--- src/verilog/pmr_defs.svh ---
// How it works
// [RULE1] output-current status at 0x7b: bit 7 over-current fault, bit 5 warning only
// [RULE2] input status at 0x7c: bit 7 over-voltage, bit 4 under-voltage, bit 3 unit off
// [RULE3] temperature status at 0x7d: bit 7 over-temperature fault, bit 6 warning
// [RULE4] comm status at 0x7e: bit 7 bad command, 6 bad data, 5 checksum failed
// [RULE5] all status bits readable and resettable; set flags stay latched until reset
// [RULE6] telemetry reads at 0x88, 0x8b, 0x8c, 0x8d return the present measurement
// [RULE7] revision byte at 0x98: part one in bits 7:5, part two in 3:0
// [RULE8] both revision fields report version 1.2: codes 010 and 0010
// [RULE9] device-type word at 0xd0: high byte reserved, name 7:2, protect bit 1
// [RULE10] protect bit one means calibration writes locked, zero means unlocked
// [RULE11] module name code has its top bit set for isolated modules
// [RULE12] output and input voltage gains at 0xd1 and 0xd3 default to 0x2000
// [RULE13] gain words accept only values from 0x1999 to 0x2666 inclusive
// [RULE14] output-voltage offset at 0xd2 is a signed mantissa, exponent fixed at -12
// [RULE15] input-voltage offset at 0xd4 must carry exponent -3
// [RULE16] current gain at 0xd6 and current offset at 0xd7, offset exponent -4
// [RULE17] all six calibration words keep their value while protection is active
// [RULE18] summary word bits 14, 13, 2, 1 mirror the four detailed status registers
// [RULE19] unsupported and reserved status bits always read zero and are never set
// [RULE20] out-of-range or wrong-exponent calibration writes are dropped and flag bad data; here the flag is set only while the protect bit is zero
// [RULE21] host clears the protect bit before calibrating and sets it again afterwards
`ifndef PMR_DEFS_SVH
`define PMR_DEFS_SVH

// command codes
`define PMR_CODE_CLEAR_ALL 8'h03
`define PMR_CODE_SUMMARY 8'h79
`define PMR_CODE_IOUT_STAT 8'h7b
`define PMR_CODE_INPUT_STAT 8'h7c
`define PMR_CODE_TEMP_STAT 8'h7d
`define PMR_CODE_COMM_STAT 8'h7e
`define PMR_CODE_READ_VIN 8'h88
`define PMR_CODE_READ_VOUT 8'h8b
`define PMR_CODE_READ_IOUT 8'h8c
`define PMR_CODE_READ_TEMP 8'h8d
`define PMR_CODE_REVISION 8'h98
`define PMR_CODE_DEV_TYPE 8'hd0
`define PMR_CODE_VOUT_GAIN 8'hd1
`define PMR_CODE_VOUT_OFS 8'hd2
`define PMR_CODE_VIN_GAIN 8'hd3
`define PMR_CODE_VIN_OFS 8'hd4
`define PMR_CODE_IOUT_GAIN 8'hd6
`define PMR_CODE_IOUT_OFS 8'hd7

// supported-bit masks of the status registers
`define PMR_MASK_IOUT 8'ha0
`define PMR_MASK_INPUT 8'h98
`define PMR_MASK_TEMP 8'hc0
`define PMR_MASK_COMM 8'he0

// field positions
`define PMR_BIT_BAD_CMD 7
`define PMR_BIT_BAD_DATA 6
`define PMR_BIT_PEC 5
`define PMR_BIT_WPE 1
`define PMR_SUM_IOUT 14
`define PMR_SUM_INPUT 13
`define PMR_SUM_TEMP 2
`define PMR_SUM_COMM 1

// revision byte: 1.2 for both parts, bit 4 unused
`define PMR_REV_PART1 3'h2
`define PMR_REV_PART2 4'h2

// calibration limits, exponents and reset values
`define PMR_GAIN_MIN 16'h1999
`define PMR_GAIN_MAX 16'h2666
`define PMR_EXP_VIN_OFS 5'h1d
`define PMR_EXP_IOUT_OFS 5'h1c
`define PMR_GAIN_RST 16'h2000
`define PMR_VOUT_OFS_RST 16'h0000
`define PMR_VIN_OFS_RST 16'he800
`define PMR_IOUT_OFS_RST 16'he000
`define PMR_WPE_RST 1'h1

`endif

--- src/verilog/pmr_pkg.sv ---
package pmr_pkg;

	// one decoded bus transaction from the frame layer
	typedef struct packed {
		logic valid;
		logic write;
		logic [7:0] code;
		logic [15:0] data;
	} pmr_cmd_t;

	// read answer
	typedef struct packed {
		logic valid;
		logic [15:0] data;
	} pmr_rsp_t;

	// fault and warning events from the power stage
	typedef struct packed {
		logic ocFault;
		logic ocWarn;
		logic vinOvFault;
		logic vinUvFault;
		logic unitOffLowIn;
		logic otFault;
		logic otWarn;
	} pmr_evt_t;

	// present measurements
	typedef struct packed {
		logic [15:0] vin;
		logic [15:0] vout;
		logic [15:0] iout;
		logic [15:0] temp;
	} pmr_telem_t;

	// calibration words handed to the readback path
	typedef struct packed {
		logic [15:0] voutGain;
		logic [15:0] voutOfs;
		logic [15:0] vinGain;
		logic [15:0] vinOfs;
		logic [15:0] ioutGain;
		logic [15:0] ioutOfs;
	} pmr_cal_t;

endpackage

--- src/verilog/pmr_regs.sv ---
`timescale 1ns/1ps
`include "pmr_defs.svh"
module pmr_regs #(
	// arbitrary module name code; top bit set marks an isolated module
	parameter logic [5:0] MODULE_NAME_CODE = 6'h21
) (
	input wire logic clk,
	input wire logic sys_rst,
	input wire pmr_pkg::pmr_cmd_t cmdIn,
	input wire logic pecError,
	input wire pmr_pkg::pmr_evt_t evtIn,
	input wire pmr_pkg::pmr_telem_t telemIn,
	output pmr_pkg::pmr_rsp_t rspOut,
	output pmr_pkg::pmr_cal_t calOut,
	output logic writeProtectEnable
);

	// codes that answer a read
	function automatic logic isReadable(input logic [7:0] code);
		case (code)
			`PMR_CODE_SUMMARY, `PMR_CODE_IOUT_STAT, `PMR_CODE_INPUT_STAT,
			`PMR_CODE_TEMP_STAT, `PMR_CODE_COMM_STAT, `PMR_CODE_READ_VIN,
			`PMR_CODE_READ_VOUT, `PMR_CODE_READ_IOUT, `PMR_CODE_READ_TEMP,
			`PMR_CODE_REVISION, `PMR_CODE_DEV_TYPE, `PMR_CODE_VOUT_GAIN,
			`PMR_CODE_VOUT_OFS, `PMR_CODE_VIN_GAIN, `PMR_CODE_VIN_OFS,
			`PMR_CODE_IOUT_GAIN, `PMR_CODE_IOUT_OFS: isReadable = 1'b1;
			default: isReadable = 1'b0;
		endcase
	endfunction

	// the six calibration words
	function automatic logic isCal(input logic [7:0] code);
		case (code)
			`PMR_CODE_VOUT_GAIN, `PMR_CODE_VOUT_OFS, `PMR_CODE_VIN_GAIN,
			`PMR_CODE_VIN_OFS, `PMR_CODE_IOUT_GAIN, `PMR_CODE_IOUT_OFS: isCal = 1'b1;
			default: isCal = 1'b0;
		endcase
	endfunction

	// codes that accept a write
	function automatic logic isWritable(input logic [7:0] code);
		case (code)
			`PMR_CODE_CLEAR_ALL, `PMR_CODE_IOUT_STAT, `PMR_CODE_INPUT_STAT,
			`PMR_CODE_TEMP_STAT, `PMR_CODE_COMM_STAT,
			`PMR_CODE_DEV_TYPE: isWritable = 1'b1;
			default: isWritable = isCal(code);
		endcase
	endfunction

	// range and exponent check of a calibration value
	function automatic logic calValueOk(input logic [7:0] code, input logic [15:0] val);
		case (code)
			`PMR_CODE_VOUT_GAIN, `PMR_CODE_VIN_GAIN,
			`PMR_CODE_IOUT_GAIN: calValueOk = (val >= `PMR_GAIN_MIN) && (val <= `PMR_GAIN_MAX);
			`PMR_CODE_VIN_OFS: calValueOk = (val[15:11] == `PMR_EXP_VIN_OFS);
			`PMR_CODE_IOUT_OFS: calValueOk = (val[15:11] == `PMR_EXP_IOUT_OFS);
			default: calValueOk = 1'b1;
		endcase
	endfunction

	logic isWr;
	logic isRd;
	logic badCmd;
	logic calHit;
	logic calGood;
	logic calLoad;
	logic badData;
	logic clearAll;
	logic [7:0] ioutStat;
	logic [7:0] inputStat;
	logic [7:0] tempStat;
	logic [7:0] commStat;
	logic [7:0] ioutSet;
	logic [7:0] inputSet;
	logic [7:0] tempSet;
	logic [7:0] commSet;
	logic [7:0] ioutClr;
	logic [7:0] inputClr;
	logic [7:0] tempClr;
	logic [7:0] commClr;
	logic [15:0] summary;
	logic [15:0] devType;
	logic [15:0] readData;
	logic writeProtect_r;
	pmr_pkg::pmr_cal_t cal_r;
	pmr_pkg::pmr_rsp_t rsp_r;

	// transaction decode
	assign isWr = cmdIn.valid && cmdIn.write;
	assign isRd = cmdIn.valid && !cmdIn.write;
	assign badCmd = (isRd && !isReadable(cmdIn.code)) || (isWr && !isWritable(cmdIn.code));
	assign clearAll = isWr && (cmdIn.code == `PMR_CODE_CLEAR_ALL);
	// [RULE17] protect gates calibration
	assign calHit = isWr && isCal(cmdIn.code) && !writeProtect_r;
	// [RULE13] gain range check
	assign calGood = calValueOk(cmdIn.code, cmdIn.data);
	assign calLoad = calHit && calGood;
	// [RULE20] rejected value flags
	assign badData = calHit && !calGood;

	// [RULE1] output-current events
	assign ioutSet = {evtIn.ocFault, 1'b0, evtIn.ocWarn, 5'h00};
	// [RULE2] input events
	assign inputSet = {evtIn.vinOvFault, 2'h0, evtIn.vinUvFault, evtIn.unitOffLowIn, 3'h0};
	// [RULE3] temperature events
	assign tempSet = {evtIn.otFault, evtIn.otWarn, 6'h00};
	// [RULE4] communication events
	assign commSet = {badCmd, badData, pecError, 5'h00};

	// [RULE5] reset by writing ones, or clear all
	assign ioutClr = clearAll ? 8'hff : ((isWr && cmdIn.code == `PMR_CODE_IOUT_STAT) ?
		cmdIn.data[7:0] : 8'h00);
	assign inputClr = clearAll ? 8'hff : ((isWr && cmdIn.code == `PMR_CODE_INPUT_STAT) ?
		cmdIn.data[7:0] : 8'h00);
	assign tempClr = clearAll ? 8'hff : ((isWr && cmdIn.code == `PMR_CODE_TEMP_STAT) ?
		cmdIn.data[7:0] : 8'h00);
	assign commClr = clearAll ? 8'hff : ((isWr && cmdIn.code == `PMR_CODE_COMM_STAT) ?
		cmdIn.data[7:0] : 8'h00);

	// [RULE19] masks keep unsupported bits at zero
	pmr_flag_bank #(.SUPPORTED(`PMR_MASK_IOUT)) u_iout (
		.clk(clk),
		.sys_rst(sys_rst),
		.setIn(ioutSet),
		.clrIn(ioutClr),
		.flags(ioutStat)
	);
	pmr_flag_bank #(.SUPPORTED(`PMR_MASK_INPUT)) u_input (
		.clk(clk),
		.sys_rst(sys_rst),
		.setIn(inputSet),
		.clrIn(inputClr),
		.flags(inputStat)
	);
	pmr_flag_bank #(.SUPPORTED(`PMR_MASK_TEMP)) u_temp (
		.clk(clk),
		.sys_rst(sys_rst),
		.setIn(tempSet),
		.clrIn(tempClr),
		.flags(tempStat)
	);
	pmr_flag_bank #(.SUPPORTED(`PMR_MASK_COMM)) u_comm (
		.clk(clk),
		.sys_rst(sys_rst),
		.setIn(commSet),
		.clrIn(commClr),
		.flags(commStat)
	);

	// [RULE18] summary mirrors detail
	always_comb begin
		summary = 16'h0000;
		summary[`PMR_SUM_IOUT] = |ioutStat;
		summary[`PMR_SUM_INPUT] = |inputStat;
		summary[`PMR_SUM_TEMP] = |tempStat;
		summary[`PMR_SUM_COMM] = |commStat;
	end

	// [RULE9] device-type layout
	// [RULE11] isolated name code
	assign devType = {8'h00, MODULE_NAME_CODE, writeProtect_r, 1'b0};

	// protect bit stays writable even while set, otherwise it could never be released
	// [RULE10] protect bit storage
	always_ff @(posedge clk or posedge sys_rst) begin
		if (sys_rst) begin
			writeProtect_r <= `PMR_WPE_RST;
		end else if (isWr && cmdIn.code == `PMR_CODE_DEV_TYPE) begin
			writeProtect_r <= cmdIn.data[`PMR_BIT_WPE];
		end
	end

	// calibration words; reset loads the default values
	// [RULE12] gain defaults
	always_ff @(posedge clk or posedge sys_rst) begin
		if (sys_rst) begin
			cal_r.voutGain <= `PMR_GAIN_RST;
			cal_r.voutOfs <= `PMR_VOUT_OFS_RST;
			cal_r.vinGain <= `PMR_GAIN_RST;
			cal_r.vinOfs <= `PMR_VIN_OFS_RST;
			cal_r.ioutGain <= `PMR_GAIN_RST;
			cal_r.ioutOfs <= `PMR_IOUT_OFS_RST;
		end else if (calLoad) begin
			case (cmdIn.code)
				`PMR_CODE_VOUT_GAIN: cal_r.voutGain <= cmdIn.data;
				// [RULE14] signed mantissa, fixed exponent
				`PMR_CODE_VOUT_OFS: cal_r.voutOfs <= cmdIn.data;
				`PMR_CODE_VIN_GAIN: cal_r.vinGain <= cmdIn.data;
				// [RULE15] exponent checked before
				`PMR_CODE_VIN_OFS: cal_r.vinOfs <= cmdIn.data;
				// [RULE16] current trim words
				`PMR_CODE_IOUT_GAIN: cal_r.ioutGain <= cmdIn.data;
				`PMR_CODE_IOUT_OFS: cal_r.ioutOfs <= cmdIn.data;
				default: cal_r.ioutOfs <= cal_r.ioutOfs;
			endcase
		end
	end

	// read mux; status bytes sit in the low byte
	always_comb begin
		readData = 16'h0000;
		case (cmdIn.code)
			`PMR_CODE_SUMMARY: readData = summary;
			`PMR_CODE_IOUT_STAT: readData = {8'h00, ioutStat};
			`PMR_CODE_INPUT_STAT: readData = {8'h00, inputStat};
			`PMR_CODE_TEMP_STAT: readData = {8'h00, tempStat};
			`PMR_CODE_COMM_STAT: readData = {8'h00, commStat};
			// [RULE6] live telemetry
			`PMR_CODE_READ_VIN: readData = telemIn.vin;
			`PMR_CODE_READ_VOUT: readData = telemIn.vout;
			`PMR_CODE_READ_IOUT: readData = telemIn.iout;
			`PMR_CODE_READ_TEMP: readData = telemIn.temp;
			// [RULE7] revision fields
			// [RULE8] reports 1.2
			`PMR_CODE_REVISION: readData = {8'h00, `PMR_REV_PART1, 1'b0, `PMR_REV_PART2};
			`PMR_CODE_DEV_TYPE: readData = devType;
			`PMR_CODE_VOUT_GAIN: readData = cal_r.voutGain;
			`PMR_CODE_VOUT_OFS: readData = cal_r.voutOfs;
			`PMR_CODE_VIN_GAIN: readData = cal_r.vinGain;
			`PMR_CODE_VIN_OFS: readData = cal_r.vinOfs;
			`PMR_CODE_IOUT_GAIN: readData = cal_r.ioutGain;
			`PMR_CODE_IOUT_OFS: readData = cal_r.ioutOfs;
			default: readData = 16'h0000;
		endcase
	end

	// answer one cycle after the read; unknown codes answer zero so the frame layer never hangs
	always_ff @(posedge clk or posedge sys_rst) begin
		if (sys_rst) begin
			rsp_r <= '0;
		end else begin
			rsp_r.valid <= isRd;
			rsp_r.data <= isRd ? readData : rsp_r.data;
		end
	end

	assign rspOut = rsp_r;
	assign calOut = cal_r;
	assign writeProtectEnable = writeProtect_r;

	// checks
	a_gain_range: assert property (@(posedge clk) disable iff (sys_rst) // [RULE13]
		(calHit && cmdIn.code == `PMR_CODE_VOUT_GAIN &&
		(cmdIn.data < `PMR_GAIN_MIN || cmdIn.data > `PMR_GAIN_MAX))
		|=> $stable(cal_r.voutGain) && commStat[`PMR_BIT_BAD_DATA])
		else $error("out-of-range gain was accepted");

	a_protect_lock: assert property (@(posedge clk) disable iff (sys_rst) // [RULE17]
		(isWr && isCal(cmdIn.code) && writeProtect_r) |=> $stable(cal_r))
		else $error("calibration changed while protected");

	a_flag_sticky: assert property (@(posedge clk) disable iff (sys_rst) // [RULE5]
		(ioutStat[7] && ioutClr == 8'h00) |=> ioutStat[7])
		else $error("latched fault dropped without reset");

	a_unsup_zero: assert property (@(posedge clk) disable iff (sys_rst) // [RULE19]
		(ioutStat & ~`PMR_MASK_IOUT) == 8'h00 && (inputStat & ~`PMR_MASK_INPUT) == 8'h00 &&
		(tempStat & ~`PMR_MASK_TEMP) == 8'h00 && (commStat & ~`PMR_MASK_COMM) == 8'h00)
		else $error("unsupported status bit set");

	a_rev_value: assert property (@(posedge clk) disable iff (sys_rst) // [RULE8]
		(isRd && cmdIn.code == `PMR_CODE_REVISION) |=> rspOut.valid && rspOut.data == 16'h0042)
		else $error("wrong revision byte");

	a_summary_mirror: assert property (@(posedge clk) disable iff (sys_rst) // [RULE18]
		(isRd && cmdIn.code == `PMR_CODE_SUMMARY) |=>
		rspOut.data[`PMR_SUM_IOUT] == |$past(ioutStat) &&
		rspOut.data[`PMR_SUM_COMM] == |$past(commStat))
		else $error("summary does not mirror detail");

	a_telem_live: assert property (@(posedge clk) disable iff (sys_rst) // [RULE6]
		(isRd && cmdIn.code == `PMR_CODE_READ_IOUT) |=> rspOut.data == $past(telemIn.iout))
		else $error("telemetry read not live");

	a_bad_command: assert property (@(posedge clk) disable iff (sys_rst) // [RULE4]
		(isRd && !isReadable(cmdIn.code)) |=> commStat[`PMR_BIT_BAD_CMD] ##1
		(commStat[`PMR_BIT_BAD_CMD] || $past(commClr[`PMR_BIT_BAD_CMD])))
		else $error("invalid command not flagged");

	a_dev_type: assert property (@(posedge clk) disable iff (sys_rst) // [RULE9]
		(isRd && cmdIn.code == `PMR_CODE_DEV_TYPE) |=>
		rspOut.data[15:8] == 8'h00 && rspOut.data[0] == 1'b0 && rspOut.data[7])
		else $error("device-type word layout wrong");

	a_ofs_exponent: assert property (@(posedge clk) disable iff (sys_rst) // [RULE15]
		cal_r.vinOfs[15:11] == `PMR_EXP_VIN_OFS && cal_r.ioutOfs[15:11] == `PMR_EXP_IOUT_OFS)
		else $error("offset word with wrong exponent stored");

	// each supported event raises its flag on the following edge
	a_oc_fault_set: assert property (@(posedge clk) disable iff (sys_rst) // [RULE1]
		evtIn.ocFault |=> ioutStat[7])
		else $error("over-current fault not latched");

	a_oc_warn_set: assert property (@(posedge clk) disable iff (sys_rst) // [RULE1]
		evtIn.ocWarn |=> ioutStat[5])
		else $error("over-current warning not latched");

	a_input_uv_set: assert property (@(posedge clk) disable iff (sys_rst) // [RULE2]
		evtIn.vinUvFault |=> inputStat[4])
		else $error("input under-voltage not latched");

	a_temp_warn_set: assert property (@(posedge clk) disable iff (sys_rst) // [RULE3]
		evtIn.otWarn |=> tempStat[6])
		else $error("temperature warning not latched");

	a_pec_flag_set: assert property (@(posedge clk) disable iff (sys_rst) // [RULE4]
		pecError |=> commStat[`PMR_BIT_PEC])
		else $error("checksum failure not latched");

	// a clear only takes when no new event lands in the same cycle
	a_status_clear: assert property (@(posedge clk) disable iff (sys_rst) // [RULE5]
		(isWr && cmdIn.code == `PMR_CODE_TEMP_STAT && cmdIn.data[7] && !evtIn.otFault)
		|=> !tempStat[7])
		else $error("temperature fault not reset by write");

	a_clear_all: assert property (@(posedge clk) disable iff (sys_rst) // [RULE5]
		(clearAll && !evtIn.ocFault && !evtIn.ocWarn) |=> ioutStat == 8'h00)
		else $error("clear-all left a current flag");

	// protect bit follows every type-word write, even while it is set
	a_protect_write: assert property (@(posedge clk) disable iff (sys_rst) // [RULE10]
		(isWr && cmdIn.code == `PMR_CODE_DEV_TYPE) |=>
		writeProtect_r == $past(cmdIn.data[`PMR_BIT_WPE]))
		else $error("protect bit not taken from write");

	// rejected gains leave the stored word alone
	a_vin_gain_range: assert property (@(posedge clk) disable iff (sys_rst) // [RULE13]
		(calHit && cmdIn.code == `PMR_CODE_VIN_GAIN &&
		(cmdIn.data < `PMR_GAIN_MIN || cmdIn.data > `PMR_GAIN_MAX))
		|=> $stable(cal_r.vinGain))
		else $error("out-of-range input gain was accepted");

	a_trim_load: assert property (@(posedge clk) disable iff (sys_rst) // [RULE16]
		(calLoad && cmdIn.code == `PMR_CODE_IOUT_GAIN) |=>
		cal_r.ioutGain == $past(cmdIn.data))
		else $error("current gain write lost");

	// a dropped value must leave a trace for the host
	a_bad_data_flag: assert property (@(posedge clk) disable iff (sys_rst) // [RULE20]
		badData |=> commStat[`PMR_BIT_BAD_DATA])
		else $error("rejected value not flagged");

	c_cal_write: cover property (@(posedge clk) disable iff (sys_rst) calLoad);
	c_rejected: cover property (@(posedge clk) disable iff (sys_rst) badData);
	c_locked: cover property (@(posedge clk) disable iff (sys_rst)
		isWr && isCal(cmdIn.code) && writeProtect_r);
	c_fault_clear: cover property (@(posedge clk) disable iff (sys_rst)
		ioutStat[7] ##1 !ioutStat[7]);

endmodule // pmr_regs

--- src/verilog/pmr_flag_bank.sv ---
`timescale 1ns/1ps
// eight sticky flags; only bits in SUPPORTED can ever be set
module pmr_flag_bank #(
	parameter logic [7:0] SUPPORTED = 8'h00
) (
	input wire logic clk,
	input wire logic sys_rst,
	input wire logic [7:0] setIn,
	input wire logic [7:0] clrIn,
	output logic [7:0] flags
);

	genvar i;
	generate
		for (i = 0; i < 8; i++) begin : g_bit
			if (SUPPORTED[i]) begin : g_sup
				logic flag_r;
				// latch until reset; a set in the clear cycle wins
				always_ff @(posedge clk or posedge sys_rst) begin
					if (sys_rst) begin
						flag_r <= 1'b0;
					end else if (setIn[i]) begin
						flag_r <= 1'b1;
					end else if (clrIn[i]) begin
						flag_r <= 1'b0;
					end
				end
				assign flags[i] = flag_r;
			end else begin : g_uns
				// unsupported bits are tied off so nothing can set them
				assign flags[i] = 1'b0;
			end
		end
	endgenerate

endmodule // pmr_flag_bank

--- config.mk ---
export PLATFORM = sky130hd
export DESIGN_NAME = pmr_regs
export DESIGN_NICKNAME = d
export VERILOG_FILES = /design/src/verilog/pmr_pkg.sv /design/src/verilog/pmr_regs.sv /design/src/verilog/pmr_flag_bank.sv
export VERILOG_INCLUDE_DIRS = /design/src /design/src/verilog
export SDC_FILE = /design/constraint.sdc
export NUM_CORES = 1
export LEC_CHECK = 0
export ABC_CLOCK_PERIOD_IN_PS = 4300
export BUFFER_PORTS_ARGS = -buffer_cell sky130_fd_sc_hd__buf_4
export CORE_ASPECT_RATIO = 1.25
export CORE_UTILIZATION = 48
export CTS_BUF_LIST = sky130_fd_sc_hd__clkbuf_4 sky130_fd_sc_hd__clkbuf_8
export CTS_CLUSTER_SIZE = 8
export DETAILED_ROUTE_END_ITERATION = 8
export HOLD_SLACK_MARGIN = 0.05
export PLACE_DENSITY = 0.88
export SETUP_SLACK_MARGIN = 0.3
export SKIP_CTS_REPAIR_TIMING = 1
export SLEW_MARGIN = 10
export SYNTH_ARGS = -nofsm -noshare
export SYNTH_HDL_FRONTEND = slang
export SYNTH_SLANG_ARGS = --single-unit
--- constraint.sdc ---
create_clock -name clk -period 4.3 [get_ports clk]
set_input_delay 0.86 -clock clk [delete_from_list [all_inputs] [get_ports clk]]
set_output_delay 0.86 -clock clk [all_outputs]
set_load 0.05 [all_outputs]
==> impl_metrics.env <==
export IMPL_run_status="completed"
export IMPL_crit_path_start_kind="primary input"
export IMPL_hp_class="flop to flop"
export IMPL_fin_hold_ws_ns=0.4898
export IMPL_synth_compound_area_share_pct=17.16
export IMPL_yosys_warnings=0
export IMPL_finalSetupViolCount=0
export IMPL_routed_via_density=6.541
export IMPL_p_clk_share_pct=38.4
export IMPL_fin_skew_ns=0.009344
export IMPL_start_util_pct=49.81
export IMPL_dp_hpwl_mm=17.30
export IMPL_synth_top_cell_by_area="dfrtp_1"
export IMPL_syn_avg_cell_area_sq_um=11.22
export IMPL_cp_slowest_cell="nor3_4"
export IMPL_synth_enable_flop_cells=0
export IMPL_synthCells=598
export IMPL_fin_tns_setup_ns=0
export IMPL_fp_dieH_microns=134.2
export IMPL_cp_max_fo=21
export IMPL_fmax_ghz=0.3036
export IMPL_dpl_cell_area_sq_um=8406
export IMPL_grt_total_usage_pct=34.14
export IMPL_worstRegToRegCells=3
export IMPL_synth_seq_cells=124
export IMPL_worstMarginPinSlew_ns=0.9040
export IMPL_clkSlewWorstSetupHoldPaths_ns=0.08
export IMPL_rsz0062_at_grt="false"
export IMPL_crit_chain="buf_4 -> nor2b_1 -> a21oi_1 -> a211oi_1 -> o22ai_4 -> nor3_4 -> mux2_2"
export IMPL_nNetsFinal=892
export IMPL_routed_wl_mm=23.92
export IMPL_design_die_area_sq_um=14450
export IMPL_criticalPathCategory="primary input to flop"
export IMPL_synthSimpleGateAreaFrac_pct=12.89
export IMPL_clockRootBuffer="clkbuf_8"
export IMPL_final_util_pct=65.11
export IMPL_synth_area_sq_um=6708
export IMPL_max_clock_path_buffers=2
export IMPL_cts_buffers=17
export IMPL_setup_ws_ns=1.006
export IMPL_power_switching_mw=0.7208
export IMPL_cp_arrival_ns=3.63
export IMPL_htree_levels=4
export IMPL_worstPathRequired_ns=4.63
export IMPL_yosysSeqAreaShare_pct=46.47
export IMPL_die_x_microns=107.7
export IMPL_use_met2_pct=50.82
export IMPL_postRouteAntennaNets=0
export IMPL_area_growth_pct=30.72
export IMPL_synthTopCellsByArea="dfrtp_1 (42%), mux2_2 (12%), dfstp_2 (4.3%)"
export IMPL_ir_drop_mv=0.1645
export IMPL_cts_num_sinks=124
export IMPL_fin_crit_sh_pct=76.60
export IMPL_syn_nets=698
export IMPL_grt_pass1_vias=6292
export IMPL_endpoint_kind="flop"
export IMPL_dp_worst_setup_slack_ns=0.6574
export IMPL_num_rows=47
export IMPL_grtUsageMet3_pct=7.920
export IMPL_synthAdderAreaFrac_pct=0
export IMPL_overflow=0
export IMPL_clock_latency_ns=0.45
export IMPL_grt_max_degree=125
export IMPL_synth_common_cells="dfrtp_1 (113), mux2_2 (72), clkbuf_1 (38), o21ai_0 (29), nand2_1 (28)"
export IMPL_p_seq_share_pct=48.5
export IMPL_gr_max_usage_layer="met2"
export IMPL_r2r_end="calOut[37]$_DFFE_PP0P_"
export IMPL_yosysTopAreaCellShare_pct=42.16
export IMPL_io_pins=214
export IMPL_synth_xor_area_share_pct=0.1306
export IMPL_hold_end="rspOut[14]$_DFFE_PP0P_"
export IMPL_power_leakage_nw=4.200
export IMPL_synthDistinctLibCells=63
export IMPL_hp_start="rspOut[14]$_DFFE_PP0P_"
export IMPL_cpPeakStageDelay_ns=0.75
export IMPL_slew_violations=0
export IMPL_finalHoldViolCount=0
export IMPL_synth_top_family_by_area="multiplexers"
export IMPL_drive_gt1_share_pct=46.96
export IMPL_drc=0
export IMPL_reg2reg_slack_ns=1.94
export IMPL_use_met1_pct=43.93
export IMPL_gp_congestion=0.9442
export IMPL_max_slew_margin_pct=39.27
export IMPL_core_area_sq_um=13470
export IMPL_hold_depth=2
export IMPL_async_reset_ff_share_pct=100.0
export IMPL_period_needed_ns=3.294
export IMPL_synth_mux_area_share_pct=19.14
export IMPL_drv_cap=0
export IMPL_antenna_found_initial=0
export IMPL_vias=6384
export IMPL_grt_pass1_wl_mm=36.23
export IMPL_synth_ff_type="dfrtp_1"
export IMPL_antenna_cells=0
export IMPL_fin_area_sq_um=8768
export IMPL_synth_most_common_cell="dfrtp_1"
export IMPL_p_sw_share_pct=29.39
export IMPL_first_pass_iters=6
export IMPL_worstReg2RegStart="writeProtectEnable$_DFFE_PP1P_"
export IMPL_startpoint="cmdIn[16]"
export IMPL_p_int_mw=1.732
export IMPL_io_buffers=213
export IMPL_wire_per_inst_microns=24.51
export IMPL_pwr_share_comb_pct=13.1
export IMPL_cts_tree="done"
export IMPL_drt_iter0_drc=718
export IMPL_power_density_nw_per_um2=279.7
power by group through the flow:
stage               combinational [mW]  sequential [mW]  clock [mW]
floorplan                        0.119             1.26           0
global placement                 0.311             1.21           0
detailed placement               0.315             1.21           0
CTS                              0.315             1.19       0.950
global route                     0.337             1.19        1.00
finish                           0.320             1.19       0.942
registers in the layout, summed over array words and instances, names as in the netlist:
register / flops
calOut: 96
u_input.g_bit.g_sup.flag_r: 3
u_iout.g_bit.g_sup.flag_r: 2
u_temp.g_bit.g_sup.flag_r: 2
rspOut: 17
u_comm.g_bit.g_sup.flag_r: 3
writeProtectEnable: 1
cell usage in the layout, fill, tap and decap left out, drive strengths merged, types with 4 or more instances in the layout:
master	instances
buf	230
dfrtp	113
mux2	91
o21ai	29
nand2	28
nor2	23
nand3	19
clkbuf	19
nor2b	17
a21oi	17
a31oi	16
mux2i	15
a22o	14
a22oi	13
nand2b	11
a221oi	11
dfstp	11
nor3	11
inv	9
or2	8
a32oi	7
and2	6
a222oi	6
o22ai	6
clkinv	6
and3	5
o211ai	5
a211o	4
nor4bb	4
nor3b	4
worst max-delay path, delay by kind of cell:
kind	cells	cell delay (ns)
simple gates	2	1.34
compound gates	3	0.80
mux	1	0.42
buf+inv	1	0.20
how the worst max path moves through the flow:
| stage | to |
|---|---|
| 3_3_place_gp | calOut[38]$_DFFE_PP0P_ |
| 5_1_grt | calOut[37]$_DFFE_PP0P_ |
| 6_report | calOut[37]$_DFFE_PP0P_ |
| 4_1_cts | calOut[37]$_DFFE_PP0P_ |
| 3_5_place_dp | calOut[41]$_DFFE_PP0P_ |
| 2_1_floorplan | calOut[16]$_DFFE_PP0P_ |
per-stage QoR:
stage | cells | power (mW)
after floorplan | 598 | 1.376
after global placement | 944 | 1.522
after detailed placement | 944 | 1.527
after CTS | 976 | 2.455
after global routing | 976 | 2.530
final | 976 | 2.452
final cells by class:
| cell class | instances | area [sq um] |
|---|---|---|
| tap | 171 | 214.0 |
| multi-input combinational | 414 | 3313 |
| fill | 1009 | 4698 |
| sequential | 124 | 3117 |
| inverter | 5 | 22.52 |
| clock inverter | 13 | 107.6 |
| clock buffer | 19 | 255.2 |
| timing repair buffer | 230 | 1739 |
kinds of logic (layout without fill, tap and decap cells):
group	count (synthesis)	after routing
AOI/OAI and AO/OA	158	158
and+or+nand+nor	146	146
buffers and inverters	60	267
DFF	124	124
xor gates and xnor gates	1	1
muxes	109	109
routing by layer:
| metal | vias to the layer above | share of wire [%] |
|---|---|---|
| met5 | - | 0 |
| met4 | 0 | 6.0 |
| met3 | 117 | 10 |
| met2 | 549 | 47 |
| met1 | 3068 | 37 |
| li1 | 2650 | - |
Note: power is estimated with default switching activity, not from simulation.
